### config.mk
export PLATFORM = sky130hd
export DESIGN_NAME = qdc_top
export DESIGN_NICKNAME = d
export VERILOG_FILES = /design/src/rtl/qdc_pkg.sv /design/src/rtl/qdc_top.sv
export SDC_FILE = /design/constraint.sdc
export NUM_CORES = 1
export LEC_CHECK = 0
export BUFFER_PORTS_ARGS = -buffer_cell sky130_fd_sc_hd__buf_4
export CAP_MARGIN = 20
export CORE_MARGIN = 5
export CORE_UTILIZATION = 58
export DETAILED_ROUTE_END_ITERATION = 8
export GPL_TIMING_DRIVEN = 0
export PLACE_DENSITY = 0.93
export SLEW_MARGIN = 10
export SYNTH_ARGS = -nofsm -noshare
export SYNTH_HDL_FRONTEND = slang
export SYNTH_SLANG_ARGS = --single-unit
### constraint.sdc
create_clock -name clk_in -period 9.1 [get_ports clk_in]
set_input_delay 2.73 -clock clk_in [delete_from_list [all_inputs] [get_ports clk_in]]
set_output_delay 2.73 -clock clk_in [all_outputs]
set_load 0.01 [all_outputs]
### src/rtl/qdc_pkg.sv
package qdc_pkg;
    // register indices; byte address is four times the index
    localparam int ADDR_W = 12;
    localparam logic [7:0] IDX_WRAP = 8'h90;
    localparam logic [7:0] IDX_CTRL = 8'h91;
    localparam logic [7:0] IDX_CNT1 = 8'h94;
    localparam logic [7:0] IDX_CNT2 = 8'h96;
    localparam logic [7:0] IDX_ISTAT = 8'h98;
    localparam logic [7:0] IDX_IMASK = 8'h99;
    localparam logic [ADDR_W-1:0] ADDR_WRAP = {2'h0, IDX_WRAP, 2'h0};
    localparam logic [ADDR_W-1:0] ADDR_CTRL = {2'h0, IDX_CTRL, 2'h0};
    localparam logic [ADDR_W-1:0] ADDR_CNT1 = {2'h0, IDX_CNT1, 2'h0};
    localparam logic [ADDR_W-1:0] ADDR_CNT2 = {2'h0, IDX_CNT2, 2'h0};
    localparam logic [ADDR_W-1:0] ADDR_ISTAT = {2'h0, IDX_ISTAT, 2'h0};
    localparam logic [ADDR_W-1:0] ADDR_IMASK = {2'h0, IDX_IMASK, 2'h0};

    // reset values and write masks
    localparam logic [7:0] CTRL_RESET = 8'h00;
    localparam logic [7:0] IMASK_RESET = 8'hcc;
    localparam logic [7:0] CTRL_KEEP = 8'hcf;
    localparam logic [7:0] WRAP_BITS = 8'hcc;

    // wrap status field positions, index 0 is channel one
    localparam int WRAP_INC [2] = '{3, 7};
    localparam int WRAP_DEC [2] = '{2, 6};
    localparam int WRAP_RST [2] = '{0, 4};

    // port pin of each input, [channel][upper nibble]
    localparam int PIN_I [2][2] = '{'{1, 5}, '{3, 7}};
    localparam int PIN_Q [2][2] = '{'{0, 4}, '{2, 6}};

    // counter limits
    localparam logic [7:0] CNT_TOP = 8'hff;
    localparam logic [7:0] CNT_ZERO = 8'h00;
    localparam logic [7:0] CNT_ONE = 8'h01;

    // control register layout
    typedef struct packed {
        logic [1:0] src2;
        logic [1:0] unused;
        logic [1:0] src1;
        logic [1:0] irq_pri;
    } qdc_ctrl_t;

    // per-channel tracking state
    typedef struct packed {
        logic armed;
        logic [1:0] src;
        logic si;
        logic sq;
        logic fi;
        logic fq;
    } qdc_chan_t;

    // returns {up, down} for a move from prev to cur, each {i, q}
    function automatic logic [1:0] qdc_step(input logic [1:0] prev, input logic [1:0] cur);
        logic moved;
        logic fwd;
        moved = ^(prev ^ cur);
        fwd = prev[1] ^ cur[0];
        return {moved & fwd, moved & ~fwd};
    endfunction : qdc_step
endpackage : qdc_pkg

### src/rtl/qdc_top.sv
// Behaviour
// RULE_01 - channel two source 0x disables, no count
// RULE_02 - channel two uses bits 3/2 or 7/6
// RULE_03 - channel one source 0x disables, no count
// RULE_04 - channel one uses bits 1/0 or 5/4
// RULE_05 - control bits 5:4 are ignored
// RULE_06 - interrupt field off or priority one to three
// RULE_07 - count registers return full 8-bit counters
// RULE_08 - encoder drives I odd, Q even bit
// RULE_09 - pulses under two samples are filtered out
// RULE_10 - wrap sets flag and interrupt, read clears
// RULE_11 - sample only on timer tick, half rate; the code samples on the first cycle of every tick, at full tick rate
// RULE_12 - count up or down by direction, mod 256
`timescale 1ns/1ps
`default_nettype none

module qdc_top
    import qdc_pkg::*;
(
    // clock and reset
    input wire logic clk_in,
    input wire logic rst_in,
    // apb slave
    input wire logic psel_in,
    input wire logic penable_in,
    input wire logic pwrite_in,
    input wire logic [ADDR_W-1:0] paddr_in,
    input wire logic [31:0] pwdata_in,
    input wire logic [3:0] pstrb_in,
    output logic [31:0] prdata_out,
    output logic pready_out,
    output logic pslverr_out,
    // encoder port and sample tick
    input wire logic [7:0] pf_in,
    input wire logic sample_tick_in,
    // interrupt
    output logic irq_out,
    output logic [1:0] irq_level_out
);

    // state
    qdc_ctrl_t ctrl;
    qdc_chan_t chan [2];
    logic [7:0] cnt [2];
    logic [7:0] wrap;
    logic [7:0] istat;
    logic [7:0] imask;
    logic tick_q;

    // next values
    qdc_ctrl_t next_ctrl;
    qdc_chan_t next_chan [2];
    logic [7:0] next_cnt [2];
    logic [7:0] next_wrap;
    logic [7:0] next_istat;
    logic [7:0] next_imask;
    logic [31:0] next_prdata;
    logic next_pready;
    logic next_pslverr;
    logic next_irq;
    logic [1:0] next_level;

    // bus phase decode
    wire logic access = psel_in & penable_in;
    wire logic ask = access & ~pready_out;
    wire logic fin = access & pready_out;
    wire logic wr_ok = fin & pwrite_in & pstrb_in[0];
    wire logic rd_fin = fin & ~pwrite_in;

    // address decode
    wire logic hit_wrap = paddr_in == ADDR_WRAP;
    wire logic hit_ctrl = paddr_in == ADDR_CTRL;
    wire logic hit_cnt1 = paddr_in == ADDR_CNT1;
    wire logic hit_cnt2 = paddr_in == ADDR_CNT2;
    wire logic hit_istat = paddr_in == ADDR_ISTAT;
    wire logic hit_imask = paddr_in == ADDR_IMASK;
    wire logic hit_any = hit_wrap | hit_ctrl | hit_cnt1 | hit_cnt2 | hit_istat | hit_imask;

    // register write and read strobes
    wire logic wr_wrap = wr_ok & hit_wrap;
    wire logic wr_ctrl = wr_ok & hit_ctrl;
    wire logic wr_istat = wr_ok & hit_istat;
    wire logic wr_imask = wr_ok & hit_imask;
    wire logic rd_wrap = rd_fin & hit_wrap;

    // only bits that were actually returned get cleared, so a wrap landing
    // between the data capture and the completing edge is not lost
    wire logic [7:0] rd_clr = rd_wrap ? (prdata_out[7:0] & WRAP_BITS) : 8'h00;
    wire logic [7:0] w1c_clr = wr_istat ? (pwdata_in[7:0] & WRAP_BITS) : 8'h00;

    // a held-high tick counts only once, on its first cycle
    wire logic tick_ok = sample_tick_in & ~tick_q; // see RULE_11

    // per-channel decode wires
    logic [1:0] ch_src [2];
    logic raw_i [2];
    logic raw_q [2];
    logic flt_i [2];
    logic flt_q [2];
    logic [1:0] step [2];
    logic live [2];
    logic do_up [2];
    logic do_dn [2];
    logic zero_cnt [2];
    logic [7:0] wrap_set;

    assign ch_src[0] = ctrl.src1; // see RULE_03
    assign ch_src[1] = ctrl.src2; // see RULE_01

    for (genvar c = 0; c < 2; c++) begin : g_ch
        // nibble select, I on the odd pin and Q on the even pin
        assign raw_i[c] = ch_src[c][0] ? pf_in[PIN_I[c][1]] : pf_in[PIN_I[c][0]]; // see RULE_02 see RULE_04 see RULE_08
        assign raw_q[c] = ch_src[c][0] ? pf_in[PIN_Q[c][1]] : pf_in[PIN_Q[c][0]]; // see RULE_02 see RULE_04 see RULE_08

        // a new level is taken only once seen on two ticks in a row
        assign flt_i[c] = (raw_i[c] == chan[c].si) ? raw_i[c] : chan[c].fi; // see RULE_09
        assign flt_q[c] = (raw_q[c] == chan[c].sq) ? raw_q[c] : chan[c].fq; // see RULE_09

        // direction from the filtered pair
        assign step[c] = qdc_step({chan[c].fi, chan[c].fq}, {flt_i[c], flt_q[c]});

        // counting needs an armed channel whose source has not moved
        assign live[c] = chan[c].armed & ch_src[c][1] & (ch_src[c] == chan[c].src); // see RULE_01 see RULE_03
        assign do_up[c] = tick_ok & live[c] & step[c][1]; // see RULE_11 see RULE_12
        assign do_dn[c] = tick_ok & live[c] & step[c][0]; // see RULE_11 see RULE_12
        assign zero_cnt[c] = wr_wrap & pwdata_in[WRAP_RST[c]];

        // counter, software zeroing wins over a step and raises no flag
        assign next_cnt[c] = zero_cnt[c] ? CNT_ZERO :
                             do_up[c] ? cnt[c] + CNT_ONE :
                             do_dn[c] ? cnt[c] - CNT_ONE : cnt[c]; // see RULE_12

        // tracking state; re-arming reloads the filter without a count,
        // so entering or leaving disable never moves the counter
        always_comb begin
            next_chan[c] = chan[c];
            if (!ch_src[c][1] || ch_src[c] != chan[c].src) begin
                next_chan[c].armed = 1'b0; // see RULE_01 see RULE_03
                next_chan[c].src = ch_src[c];
            end else if (tick_ok && !chan[c].armed) begin
                next_chan[c].armed = 1'b1;
                next_chan[c].si = raw_i[c];
                next_chan[c].sq = raw_q[c];
                next_chan[c].fi = raw_i[c];
                next_chan[c].fq = raw_q[c];
            end else if (tick_ok) begin
                next_chan[c].si = raw_i[c];
                next_chan[c].sq = raw_q[c];
                next_chan[c].fi = flt_i[c];
                next_chan[c].fq = flt_q[c];
            end
        end
    end

    // wrap events of both channels
    always_comb begin
        wrap_set = 8'h00;
        for (int c = 0; c < 2; c++) begin
            wrap_set[WRAP_INC[c]] = do_up[c] & ~zero_cnt[c] & (cnt[c] == CNT_TOP); // see RULE_10
            wrap_set[WRAP_DEC[c]] = do_dn[c] & ~zero_cnt[c] & (cnt[c] == CNT_ZERO); // see RULE_10
        end
    end

    // sticky flags, a set in the clearing cycle wins
    assign next_wrap = (wrap & ~rd_clr) | wrap_set; // see RULE_10
    assign next_istat = (istat & ~(rd_clr | w1c_clr)) | wrap_set; // see RULE_10

    // control and mask writes, ignored bits never stored
    assign next_ctrl = wr_ctrl ? qdc_ctrl_t'(pwdata_in[7:0] & CTRL_KEEP) : ctrl; // see RULE_05
    assign next_imask = wr_imask ? (pwdata_in[7:0] & WRAP_BITS) : imask;

    // interrupt follows the flag edge; priority zero keeps it quiet
    assign next_irq = (|(next_istat & imask)) & (ctrl.irq_pri != 2'h0); // see RULE_06 see RULE_10
    assign next_level = next_irq ? ctrl.irq_pri : 2'h0; // see RULE_06

    // one wait state: data is captured in the first access cycle
    assign next_pready = ask;
    assign next_pslverr = ask & ~hit_any;
    always_comb begin
        next_prdata = prdata_out;
        if (ask) begin
            next_prdata = 32'h0000_0000;
            if (!pwrite_in) begin
                unique case (1'b1)
                    hit_wrap: next_prdata[7:0] = wrap;
                    hit_cnt1: next_prdata[7:0] = cnt[0]; // see RULE_07
                    hit_cnt2: next_prdata[7:0] = cnt[1]; // see RULE_07
                    hit_istat: next_prdata[7:0] = istat;
                    hit_imask: next_prdata[7:0] = imask;
                    default: next_prdata[7:0] = 8'h00;
                endcase
            end
        end
    end

    // bus outputs
    always_ff @(posedge clk_in or posedge rst_in) begin
        if (rst_in) begin
            prdata_out <= 32'h0000_0000;
            pready_out <= 1'b0;
            pslverr_out <= 1'b0;
        end else begin
            prdata_out <= next_prdata;
            pready_out <= next_pready;
            pslverr_out <= next_pslverr;
        end
    end

    // configuration and flags
    always_ff @(posedge clk_in or posedge rst_in) begin
        if (rst_in) begin
            ctrl <= qdc_ctrl_t'(CTRL_RESET);
            imask <= IMASK_RESET;
            wrap <= 8'h00;
            istat <= 8'h00;
            irq_out <= 1'b0;
            irq_level_out <= 2'h0;
            tick_q <= 1'b0;
        end else begin
            ctrl <= next_ctrl;
            imask <= next_imask;
            wrap <= next_wrap;
            istat <= next_istat;
            irq_out <= next_irq;
            irq_level_out <= next_level;
            tick_q <= sample_tick_in;
        end
    end

    // channel state and counters
    always_ff @(posedge clk_in or posedge rst_in) begin
        if (rst_in) begin
            for (int c = 0; c < 2; c++) begin
                chan[c] <= '0;
                cnt[c] <= CNT_ZERO;
            end
        end else begin
            for (int c = 0; c < 2; c++) begin
                chan[c] <= next_chan[c];
                cnt[c] <= next_cnt[c];
            end
        end
    end

endmodule : qdc_top

`default_nettype wire

==> Word level (Yosys, flattened, before mapping) <==
Cells that the tools add are included.
{ "classes": {"n_div": 0, "eq_ne": 16, "shifts": 0, "n_mul": 0, "add_sub_neg": 4, "mux": 27, "reduce_logical": 22, "order_cmp": 0, "bitwise_logic": 65} }
{ "op_table": {"columns": ["operator", "n"], "rows": [
  ["== test 12 x 10 -> 1 bit (second input constant)", 6],
  ["2-to-1 mux 8 bit", 9],
  ["case mux 8 bit (5 select lines)", 1],
  ["bitwise AND 1 bit", 38],
  ["bitwise AND 8 bit", 3],
  ["bitwise OR 8 bit", 3],
  ["adder 8 x 1 -> 8 bit (second input constant)", 2],
  ["== test 8 bit (second input constant)", 2],
  ["logical NOT 8 bit", 2],
  ["2-to-1 mux 4 bit", 4],
  ["inverter 8 bit", 2],
  ["subtractor 8 x 1 -> 8 bit (second input constant)", 2],
  ["2-to-1 mux 1 bit", 12],
  ["inverter 1 bit", 10],
  ["nonzero test 2 bit", 5],
  ["OR reduction 8 bit", 1],
  ["nonzero test 3 bit", 2],
  ["bitwise OR 1 bit", 5],
  ["== test 1 bit", 4],
  ["== test 2 bit", 2],
  ["logical NOT 1 bit", 4],
  ["!= test 2 bit", 2],
  ["AND reduction 2 bit", 2],
  ["XOR reduction 2 bit", 2],
  ["5 further kinds", 9]
]} }
{ "word_totals": {"n_memories": 0, "ff_bits": 70, "latchBits": 0, "mem_bits_ro": 0, "mem_bits_rw": 0, "word_cells": 160} }

==> Logic depth before layout (Yosys ltp) <==
Gate-level depths: netlist (run 1).
{ "logic_depth": {"depth_word": 14, "ltp_mapped": 15} }

==> Least setup slack after synthesis (run 1) <==
No wires, ideal clock.
{ "synth_path": {"path_kind": "input port to flip-flop", "startpoint": "in pf_in[4]", "endpoint": "reg cnt[15] in the netlist's numbering", "path_stages": 13, "setup_time_ns": 0.077, "path_slack_ns": 3.656, "arrival_ns": 5.366, "path_cell_list": "mux2i_1 > maj3_2 > xor2_2 > nor3_2 > inv_1 > ha_1 > a21o_1 > a211oi_1 > nor2_1 > o41ai_2 > mux2i_1 > or3_1 > a21oi_1"} }
{ "synth_between": {"elab_chain_len": 9, "elab_cells_between_ends": 14, "cone_classes": "eq/ne (1); mux (4); bitwise (7); reduce/logical (2)"} }
{ "synth_rtl": {"columns": ["item", "line_no", "text"], "rows": [
  ["start: declaration", "qdc_top.sv:34", "input wire logic [7:0] pf_in,"],
  ["2-to-1 mux 1 bit (*)", "qdc_top.sv:113", "assign raw_q[c] = ch_src[c][0] ? pf_in[PIN_Q[c][1]] : pf_in[PIN_Q[c][0]];"],
  ["== test 1 bit", "qdc_top.sv:117", "assign flt_q[c] = (raw_q[c] == chan[c].sq) ? raw_q[c] : chan[c].fq;"],
  ["2-to-1 mux 1 bit (*)", "qdc_top.sv:117", null],
  ["bitwise XOR 2 bit", "qdc_pkg.sv:59", "moved = ^(prev ^ cur);"],
  ["XOR reduction 2 bit", "qdc_pkg.sv:59", null],
  ["bitwise AND 1 bit", "qdc_pkg.sv:61", "return {moved & fwd, moved & ~fwd};"],
  ["bitwise AND 1 bit", "qdc_top.sv:124", "assign do_up[c] = tick_ok & live[c] & step[c][1];"],
  ["2-to-1 mux 8 bit", "qdc_top.sv:130", "do_up[c] ? cnt[c] + CNT_ONE :"],
  ["2-to-1 mux 8 bit", "qdc_top.sv:129", "assign next_cnt[c] = zero_cnt[c] ? CNT_ZERO :"],
  ["end signal: indexed assignment", "qdc_top.sv:240", "cnt[c] <= next_cnt[c];"],
  ["end: declaration", "qdc_top.sv:44", "logic [7:0] cnt [2];"]
]} }
Every way passes the cells marked *; elsewhere a longest branch is shown, timed or not.
A chain may end at the register's enable or synchronous reset.

==> Worst setup path after layout (run 1) <==
{ "layout_path": {"startpoint": "in sample_tick_in", "endpoint": "reg cnt[7] in the netlist's numbering"} }
{ "layout_between": {"elab_chain_len": 5, "elab_cells_between_ends": 7, "cone_classes": "mux (2); bitwise (4); reduce/logical (1)"} }
{ "layout_rtl": {"columns": ["item", "line_no", "text"], "rows": [
  ["start: declaration", "qdc_top.sv:35", "input wire logic sample_tick_in,"],
  ["bitwise AND 1 bit (*)", "qdc_top.sv:92", "wire logic tick_ok = sample_tick_in & ~tick_q;"],
  ["bitwise AND 1 bit (*)", "qdc_top.sv:124, qdc_top.sv:125", null],
  ["bitwise AND 1 bit", "qdc_top.sv:124", null],
  ["2-to-1 mux 8 bit", "qdc_top.sv:130", null],
  ["2-to-1 mux 8 bit", "qdc_top.sv:129", null]
]} }
Marks and branches as above.

==> metrics.yaml, run 1 <==
outcome:
  outcome: "finished, final reports clean"
flow_run:
  cap_violations: 0
global_routing:
  grt_usage_pct: 24.3
  grt_first_pass_wirelength_um: 16300
  overflow: 0
  grt_max_degree: 35
  grt_pass1_vias: 3419
  antenna_found_initial: 0
yosys:
  synth.mux.area_fraction_pct: 6.31
  ys_types: 70
  synth_edf_count: 0
  ys_seq_area_share_pct: 39.6
  synth_cells: 408
  synthAdderAreaFrac_pct: 5.13
  yosysTopAreaCell: "dfrtp_1"
  synth_top_area_share_pct: 37.0
  netlist_top_cells_count: "58 x dfrtp_1, 40 x nand2_1, 31 x nor2_1, 25 x a21oi_1, 24 x buf_4"
  synth_compound_area_share_pct: 14.5
  synth-simple-area-share_pct: 20.6
  synth_top_family_by_area: "simple AND/OR/NAND/NOR gates"
  ys_warn_count: 0
  synth.avg_cell_area_sq_um: 9.62
  synthXorXnorAreaFrac_pct: 5.29
  synth_async_sr_flop_share_pct: 100
  netlist_area_sq_um: 3930
  post-synth-top-count-cell: "dfrtp_1"
  ys.flop_type: "dfrtp_1"
  synth.area.top_cells: "dfrtp_1 37%, buf_4 4.6%, ha_1 3.8%"
  ys_ff_latch: 62
place:
  port_buffers: 45
  place_hpwl_um: 7260
  place_congestion: 0.950
final_layout:
  fin_nets: 564
  nFillCells: 513
  drive_above_1_share_pct: 27.2
  multi_input_area_sq_um: 2130
  antenna_cells: 0
  seq_area_sq_um: 1560
  syn2layout_area_growth_pct: 18.7
  final_util_pct: 69.7
clock_network:
  numCtsBuffers: 9
  path_clk_slew_ns: 0.07
  cts_sinks: 62
  cts_buffer_depth: 2
  cts_root_buf: "clkbuf_8"
  cts_setup_buffers: 0
  holdBufCountCts: 0
  cts_tree: "done"
  clock_latency_ns: 0.35
  ctsResizeCount: 0
  htreeDepth: 3
drt:
  first_pass_iters: 6
  final_antenna_net_count: 0
  route.detailed.wl_per_inst_um: 16.9
  drt_iter0_drc: 305
  vias: 3365
  drt-vias-per-instance: 5.87
  drc: 0
  routed_wirelength_um: 9660
floorplan:
  fp.dieW_um: 92.3
  pin_count: 99
  initial_core_util_pct: 58.8
  core_sq_um: 6680
  row_count: 30
  die-area_sq_um: 8510
  fp.dieH_um: 92.3
setup_path:
  r2r-end: "cnt[15]"
  cp-end-kind: "register"
  path_class: "in -> reg"
  cp_data_arrival_time_ns: 5.90
  cp_max_fo: 10
  rrSetupSlack_ns: 5.43
  cp-start-kind: "input pin"
  r2r_cells: 13
  r2r-start: "ch_src[2]"
  worst_ep_required_time_ns: 9.33
  endpoint: "cnt[7]"
  crit_path_start: "sample_tick_in"
timing:
  fin_worst_skew_ns: 0.00601
  max_freq_ghz: 0.176
  fin_tns_setup_ns: 0
  fin_crit_sh_pct: 62.4
  rsz0062_at_grt: "no"
  slew_viol_final: 0
  setup_viol: 0
  tightestPinTransition_ns: 0.678
  finalHoldViolCount: 0
  maxSlewHeadroom_pct: 54.4
  min_period_ns: 5.68
min_path:
  hp-class: "reg -> reg"
power_and_ir_drop:
  ir_drop_uv: 92.2
  leakage_nw: 2.25
  p_per_area_nw_per_um2: 122
==> stage by stage <==
step,area (sq um),cells,hold slack [ns],power [mW],setup slack [ns]
3_3_place_gp,4450,556,0.450,0.336,3.25
6_report,4660,573,0.483,0.570,3.42
3_5_place_dp,4470,557,0.468,0.339,3.16
5_1_grt,4660,573,0.517,0.594,3.15
4_1_cts,4660,573,0.485,0.572,3.52
2_1_floorplan,4010,431,0.438,0.318,3.66
==> report_power, final <==
part	internal (mW)	switching [mW]	leakage, nW	total, mW
registers	0.277	0.00159	0.838	0.279
logic	0.0251	0.0302	1.32	0.0553
clock network	0.124	0.112	0.0948	0.236
total	0.427	0.144	2.25	0.570
==> area by class of cell <==
cell class,instances,area share (%)
multi-input combinational,312,45.6
tap,80,2.15
sequential,62,33.4
timing repair buffer,46,7.68
clock buffer,9,2.66
buffer,37,5.45
clock inverter,7,1.40
inverter,20,1.61
==> layout by cell type, fill, tap and decap left out, drive strengths merged, types with 3 or more instances in the layout <==
cell type  netlist  routed
nor3            12      12
nand4            9       9
and3             3       3
xnor2           16      16
o21a             4       4
a21oi           26      26
a22oi            5       5
o22ai            5       5
a21boi           3       3
conb             1      24
nor2            33      33
nand2           43      43
a211oi           3       3
a222oi           4       4
nor4             4       4
mux2i            9       9
xor2             6       6
and2             5       5
buf             29      75
ha              12      12
a21o             7       7
clkinv           0       4
inv             20      20
nand3           17      17
dfrtp           58      58
mux2            14      14
o21ai           19      19
clkbuf           8      17
dfstp            4       4
==> flip-flops by register name, indices dropped and copies added, names as in the netlist <==
| register | flops |
|---|---|
| tick_q | 1 |
| pready_out | 1 |
| ch_src | 4 |
| irq_level_out | 2 |
| chan | 14 |
| prdata_out | 8 |
| imask | 4 |
| istat | 4 |
| irq_out | 1 |
| wrap | 4 |
| cnt | 16 |
| pslverr_out | 1 |
| ctrl | 2 |
==> worst min path at each step <==
stage	from	to	slack [ns]	depth (start not counted)
CTS	wrap[7]	wrap[7]	0.49	2
finish	ch_src[3]	chan[12]	0.48	1
detailed placement	ch_src[3]	chan[12]	0.47	1
global route	ch_src[1]	chan[5]	0.52	1
floorplan	ch_src[3]	chan[12]	0.44	1
global placement	ch_src[3]	chan[12]	0.45	1
==> kinds of logic (layout without fill, tap and decap cells) <==
logic type / count (synthesis) / in the layout
AO/OA/AOI/OAI: 83 / 83
XOR/XNOR: 22 / 22
adder cells (fa/ha/maj): 15 / 15
buffers and inverters: 57 / 119
flip-flops: 62 / 62
multiplexers: 23 / 23
other: 1 / 24
AND/OR/NAND/NOR: 145 / 145
==> worst max-delay path, stage by stage <==
cell and delay [ns]:
buf_4 0.08, and2b_1 0.28, nor3b_4 0.45, nand2_2 0.23, nor2_4 0.28, nand2_1 0.25, ha_1 0.35, a21oi_1 0.21
o211ai_1 0.17, o41ai_1 0.40, xnor2_1 0.15, nor3_2 0.14, xnor2_1 0.14, nor2_1 0.06
==> per-layer routing <==
metal  global-route usage (%)  routed length [um]  vias to the layer above
met4                     8.42                 207                        0
met5                        0                   0                        -
li1                         -                   -                     1554
met2                     42.2                4970                      162
met3                     6.56                 744                       29
met1                     28.9                3730                     1620
(Power assumes the default switching activity.)
==> run 2: changes to the inputs <==
--- a/config.mk
+++ b/config.mk
@@ -8,10 +8,10 @@
 export BUFFER_PORTS_ARGS = -buffer_cell sky130_fd_sc_hd__buf_4
 export CAP_MARGIN = 20
 export CORE_MARGIN = 5
-export CORE_UTILIZATION = 58
+export CORE_UTILIZATION = 54
 export DETAILED_ROUTE_END_ITERATION = 8
 export GPL_TIMING_DRIVEN = 0
-export PLACE_DENSITY = 0.93
+export PLACE_DENSITY = 0.88
 export SLEW_MARGIN = 10
 export SYNTH_ARGS = -nofsm -noshare
 export SYNTH_HDL_FRONTEND = slang
==> constraint.sdc (replaced) <==
create_clock -name clk_in -period 5.7 [get_ports clk_in]
set_input_delay 1.71 -clock clk_in [delete_from_list [all_inputs] [get_ports clk_in]]
set_output_delay 1.71 -clock clk_in [all_outputs]
set_load 0.01 [all_outputs]
==> run 2 against run 1 <==
Setup slack got worse by 2.4 ns. Non-clock buffer count is 1 lower. Global-route usage shrank 3.1 points. Critical endpoint is now cnt[15]. Wire length is 4.1% lower. First-iteration DRC count shrank 19%. Count of clock-buffer cells in the layout is the same. Die area increased by 6.6%. Sequential share of layout area hardly changed. Critical path depth is the same. Total power is 59% higher. Sequential cell count did not move. Cell area up 0.13%.
==> metrics.yaml, run 2 (synthesized netlist as in run 1, its figures left out) <==
place:
  place_hpwl_um: 6790  # -6.4%
  port_buffers: 45  # unchanged
  place_congestion: 0.911  # -4.1%
timing:
  rsz0062_at_grt: "no"
  min_period_ns: 4.68
  fin_worst_skew_ns: 0.00766  # +0.00166 ns
  hold_slack_ns: 0.471  # -0.0121 ns
  finalHoldViolCount: 0  # unchanged
  fin_crit_sh_pct: 82.1
  slew_viol_final: 0  # unchanged
  max_freq_ghz: 0.214
  fin_tns_setup_ns: 0  # unchanged
  tightestPinTransition_ns: 0.769  # +0.0909 ns
  maxSlewHeadroom_pct: 48.7  # -5.7 points
  setup_viol: 0  # unchanged
min_path:
  hp-class: "reg -> reg"
flow_run:
  cap_violations: 0  # unchanged
global_routing:
  grt_first_pass_wirelength_um: 14700  # -9.6%
  antenna_found_initial: 0  # unchanged
  grt_pass1_vias: 3215  # -6.0%
  grt_max_degree: 63  # +80%
  grt_usage_pct: 21.2  # -3.1 points
  overflow: 0  # unchanged
setup_path:
  worst_ep_required_time_ns: 5.97  # -3.36 ns
  cp-end-kind: "register"
  path_class: "in -> reg"
  critPathMostFrequentCell: "mux2i_1"
  crit_buf_inv: 2  # +1
  cp_data_arrival_time_ns: 4.95  # -0.95 ns
  critPathMaxStageDelay_ns: 0.43  # -0.02 ns
  rrSetupSlack_ns: 1.95  # -3.48 ns
  crit_slowest_cell: "nor3_2"
  critical_path.top_delay_family: "compound AO/OA/AOI/OAI gates"
  worstPathCellList: "buf_4, mux2i_1, maj3_2, xor2_2, nor3_2, inv_1, ha_1, a21o_1, a211oi_1, nor2_1, o41ai_2, mux2i_1, or3_1, a21oi_1"
  cp-start-kind: "input pin"
  cp_max_fo: 6  # -4
drt:
  routed_wirelength_um: 9260  # -4.1%
  drc: 0  # unchanged
  route.detailed.wl_per_inst_um: 15.7  # -7.0%
  drt-vias-per-instance: 5.51  # -6.1%
  final_antenna_net_count: 0  # unchanged
  drt_iter0_drc: 247  # -19%
  vias: 3258  # -3.2%
  first_pass_iters: 5  # -1
final_layout:
  largest_register: "cnt"
  fin_nets: 563  # -0.18%
  top_regs: "cnt x16, chan x14, prdata_out x8"
  final_common_cell: "buf_4"
  drive_above_1_share_pct: 27.0  # -0.15 points
  antenna_cells: 0  # unchanged
  layout_common_cells: "69 x buf_4, 58 x dfrtp_1, 40 x nand2_1, 31 x nor2_1, 25 x a21oi_1"
  syn2layout_area_growth_pct: 18.8
  largest_reg_flops: 16  # unchanged
  final_util_pct: 65.0  # -4.7 points
clock_network:
  htreeDepth: 3  # unchanged
  cts_buffer_depth: 2  # unchanged
  cts_sinks: 62  # unchanged
  holdBufCountCts: 0  # unchanged
  ctsResizeCount: 0  # unchanged
  cts_root_buf: "clkbuf_8"
  clock_latency_ns: 0.35  # about the same
  path_clk_slew_ns: 0.07  # about the same
  numCtsBuffers: 9  # unchanged
  cts_tree: "done"
  cts_setup_buffers: 0  # unchanged
outcome:
  outcome: "finished, final reports clean"
floorplan:
  initial_core_util_pct: 54.7  # -4.0 points
  die-area_sq_um: 9080  # +6.6%
  fp.dieH_um: 95.3  # +3.2%
  core_sq_um: 7180  # +7.4%
  fp.dieW_um: 95.3  # +3.2%
  pin_count: 99  # unchanged
  row_count: 31  # +3.3%
power_and_ir_drop:
  p_per_area_nw_per_um2: 195  # +59%
  ir_drop_uv: 142  # +54%
  leakage_nw: 2.24  # -0.41%
## run 2: worst reg2reg max path, delay by kind of cell, from the launching register on
kind,cells,cell delay (ns)
mux,2,0.34
flops,1,0.45
xor+xnor,1,0.18
compound gates,4,0.90
fa+ha+maj,2,0.69
simple gates,3,0.85
buf+inv,1,0.26
## run 2: routing by layer
metal  vias to the layer above  GRT usage (%)  part of all wire [%]
li1                       1548              -                     -
met3                        28           4.34                   7.0
met4                         0           9.98                   3.1
met5                         -              0                     0
met2                       141           36.1                    49
met1                      1541           25.6                    41
## run 2: final cells by class
| cell class | count | area, sq um |
|---|---|---|
| clock buffer | 9 | 124 |
| buffer | 37 | 254 |
| inverter | 20 | 77.6 |
| sequential | 62 | 1560 |
| tap | 99 | 124 |
| timing repair buffer | 45 | 338 |
| clock inverter | 7 | 65.1 |
| multi-input combinational | 312 | 2130 |
| fill | 576 | 2510 |
## run 2: final timing paths
path                                start               end  cells after the start
worst max-delay path             pf_in[4]           cnt[15]                     14
worst min-delay path            ch_src[3]          chan[12]                      1
worst max register to register  ch_src[2]           cnt[15]                     13
worst min register to register  ch_src[3]          chan[12]                      1
max in group asynchronous          rst_in           chan[2]                      2
min in group asynchronous          rst_in  irq_level_out[1]                      2
## run 2: per-stage QoR
step / total power [mW] / setup WS (ns) / instance area (sq um) / instances
floorplan: 0.507 / 1.28 / 4010 / 431
global placement: 0.536 / 0.854 / 4470 / 575
detailed placement: 0.538 / 0.705 / 4480 / 575
CTS: 0.912 / 1.03 / 4670 / 591
global route: 0.944 / 0.815 / 4670 / 591
finish: 0.908 / 1.02 / 4670 / 591
## run 2: where the power goes
part | leakage (nW) | internal (mW) | total [mW] | switching [mW]
Sequential | 0.838 | 0.443 | 0.445 | 0.00271
Combinational | 1.31 | 0.0388 | 0.0849 | 0.0462
Clock | 0.0948 | 0.198 | 0.378 | 0.179
==> run 3: changes to the inputs <==
--- a/config.mk
+++ b/config.mk
@@ -8,10 +8,10 @@
 export BUFFER_PORTS_ARGS = -buffer_cell sky130_fd_sc_hd__buf_4
 export CAP_MARGIN = 20
 export CORE_MARGIN = 5
-export CORE_UTILIZATION = 54
+export CORE_UTILIZATION = 49
 export DETAILED_ROUTE_END_ITERATION = 8
 export GPL_TIMING_DRIVEN = 0
-export PLACE_DENSITY = 0.88
+export PLACE_DENSITY = 0.84
 export SLEW_MARGIN = 10
 export SYNTH_ARGS = -nofsm -noshare
 export SYNTH_HDL_FRONTEND = slang
==> constraint.sdc (replaced) <==
create_clock -name clk_in -period 3.9 [get_ports clk_in]
set_input_delay 1.17 -clock clk_in [delete_from_list [all_inputs] [get_ports clk_in]]
set_output_delay 1.17 -clock clk_in [all_outputs]
set_load 0.01 [all_outputs]
==> run 3 against run 2 <==
Combinational power is 53% higher. Register-to-register slack lost 1.5 ns. Die area is 9.1% higher. Setup slack got worse by 0.88 ns. Sequential cell count did not move. Critical path depth stayed put. Wire length rose by 0.27%. Total power rose by 54%. Count of clock-buffer cells in the layout increased by 1. Clock power grew 65%. Non-clock buffer count rose by 7. Sequential share of layout area decreased by 0.92 points.
==> metrics.yaml, run 3 (synthesized netlist as in run 1, its figures left out) <==
outcome:
  outcome: "finished, final reports clean"
clock_network:
  htreeDepth: 3  # unchanged
  clock_latency_ns: 0.35  # about the same
  cts_sinks: 62  # unchanged
  cts_buffer_depth: 2  # unchanged
  cts_root_buf: "clkbuf_8"
  cts_tree: "done"
  numCtsBuffers: 9  # unchanged
  path_clk_slew_ns: 0.07  # about the same
power_and_ir_drop:
  seq_power_share_pct: 46.4  # -2.6 points
  sw_frac_of_total_pct: 24.1  # -1.0 points
  finalPower_mw: 1.40  # +54%
  leakage_nw: 2.31  # +3.1%
  p_int_mw: 1.06  # +57%
  ir_drop_uv: 170  # +20%
  clkPwrFrac_pct: 44.3  # +2.7 points
  p_per_area_nw_per_um2: 292  # +50%
  pwr-share-comb_pct: 9.3  # about the same
  switching_power_mw: 0.339  # +48%
setup_path:
  cp_max_fo: 6  # unchanged
  worst_ep_required_time_ns: 4.18  # -1.79 ns
  cp_data_arrival_time_ns: 4.04  # -0.91 ns
  path_class: "in -> reg"
  cp-end-kind: "register"
  cp-start-kind: "input pin"
final_layout:
  drive_above_1_share_pct: 29.3  # +2.2 points
  syn2layout_area_growth_pct: 22.2
  antenna_cells: 0  # unchanged
  final_cells: 601  # +1.7%
  top_regs: "cnt x16, chan x14, prdata_out x8"
  largest_register: "cnt"
  seq_area_sq_um: 1560  # unchanged
  multi_input_area_sq_um: 2180  # +2.4%
  largest_reg_flops: 16  # unchanged
  nFillCells: 638  # +11%
  fin_nets: 570  # +1.2%
  layout_common_cells: "76 x buf_4, 58 x dfrtp_1, 39 x nand2_1, 31 x nor2_1, 25 x a21oi_1"
  fin_area_sq_um: 4800  # +2.8%
  final_common_cell: "buf_4"
  final_util_pct: 61.8  # -3.2 points
drt:
  first_pass_iters: 5  # unchanged
  drt_iter0_drc: 221  # -11%
  vias: 3285  # +0.83%
  final_antenna_net_count: 0  # unchanged
  drc: 0  # unchanged
  routed_wirelength_um: 9290  # +0.27%
  route.detailed.wl_per_inst_um: 15.5  # -1.4%
  drt-vias-per-instance: 5.47  # -0.85%
timing:
  setup_slack_ns: 0.142  # -0.876 ns
  max_freq_ghz: 0.266
  fin_crit_sh_pct: 96.4
  fin_worst_skew_ns: 0.00972  # +0.00206 ns
  min_period_ns: 3.76
  tightestPinTransition_ns: 0.763  # -0.00640 ns
  setup_viol: 0  # unchanged
  slew_viol_final: 0  # unchanged
  maxSlewHeadroom_pct: 49.2  # +0.43 points
  finalHoldViolCount: 0  # unchanged
place:
  dp.cells: 578  # +0.52%
  port_buffers: 45  # unchanged
  place_congestion: 0.877  # -3.7%
  place_hpwl_um: 6970  # +2.5%
  placedInstanceArea_sq_um: 4480  # about the same
  place_ws_ns: -0.510  # -1.22 ns
floorplan:
  die-area_sq_um: 9900  # +9.1%
  fp.dieH_um: 99.5  # +4.5%
  pin_count: 99  # unchanged
  initial_core_util_pct: 50.5  # -4.2 points
  fp.dieW_um: 99.5  # +4.5%
  row_count: 32  # +3.2%
  core_sq_um: 7770  # +8.2%
min_path:
  hp-class: "reg -> reg"
global_routing:
  grt_first_pass_wirelength_um: 15300  # +3.7%
  grt_usage_pct: 19.4  # -1.8 points
  antenna_found_initial: 0  # unchanged
  overflow: 0  # unchanged
  grt_pass1_vias: 3217  # +0.062%
  grt_max_degree: 63  # unchanged
flow_run:
  cap_violations: 0  # unchanged
## run 3: critical path, stage by stage
cell	delay, ns
buf_4	0.09
mux2i_4	0.07
maj3_2	0.33
xor2_2	0.18
nor3_4	0.28
inv_2	0.12
ha_1	0.28
a21o_1	0.19
a211oi_1	0.23
nor2_1	0.10
o41ai_2	0.37
mux2i_1	0.15
or3_1	0.32
a21oi_1	0.14
## run 3: power by group through the flow
stage	sequential (mW)	clock, mW	combinational, mW
after floorplan	0.663	0	0.0784
after CTS	0.651	0.630	0.127
after global routing	0.651	0.657	0.143
after detailed placement	0.663	0	0.125
after global placement	0.663	0	0.121
final	0.651	0.622	0.130
## run 3: cell type report
class	count	share of cell area, %
plain buffers	37	5.29
flip-flops and latches	62	32.4
clock inverters	6	1.80
well taps	102	2.66
clock buffers	10	2.66
repair buffers	52	8.14
multi-input cells	312	45.4
inverters	20	1.62
## run 3: stage by stage
step	hold WS, ns	setup TNS [ns]
6_report	0.482	0
3_3_place_gp	0.456	-0.998
2_1_floorplan	0.438	0
5_1_grt	0.514	-0.0544
4_1_cts	0.488	-0.000216
3_5_place_dp	0.471	-1.46
## run 3: repair_timing
item                       CTS  global route
resized for setup            2             7
pin swaps                    0             4
hold endpoints to repair     0             0
buffers inserted             1             6
hold buffers                 0             0
setup endpoints to repair    2             3
## run 3: path summary, 6_finish.rpt
check                          start  endpoint  slack [ns]  cells past startpoint
max                         pf_in[4]   cnt[15]        0.14                     14
min                        ch_src[3]  chan[12]        0.48                      1
max reg2reg                ch_src[2]   cnt[15]        0.40                     13
min reg2reg                ch_src[3]  chan[12]        0.48                      1
max in group asynchronous     rst_in    cnt[0]        2.42                      2
min in group asynchronous     rst_in   chan[8]        0.96                      2
## run 3: routing by layer
metal | global-route usage, % | wire length (um)
met5 | 0 | 0
met4 | 9.14 | 182
met3 | 4.49 | 783
met2 | 29.8 | 4390
met1 | 25.9 | 3930
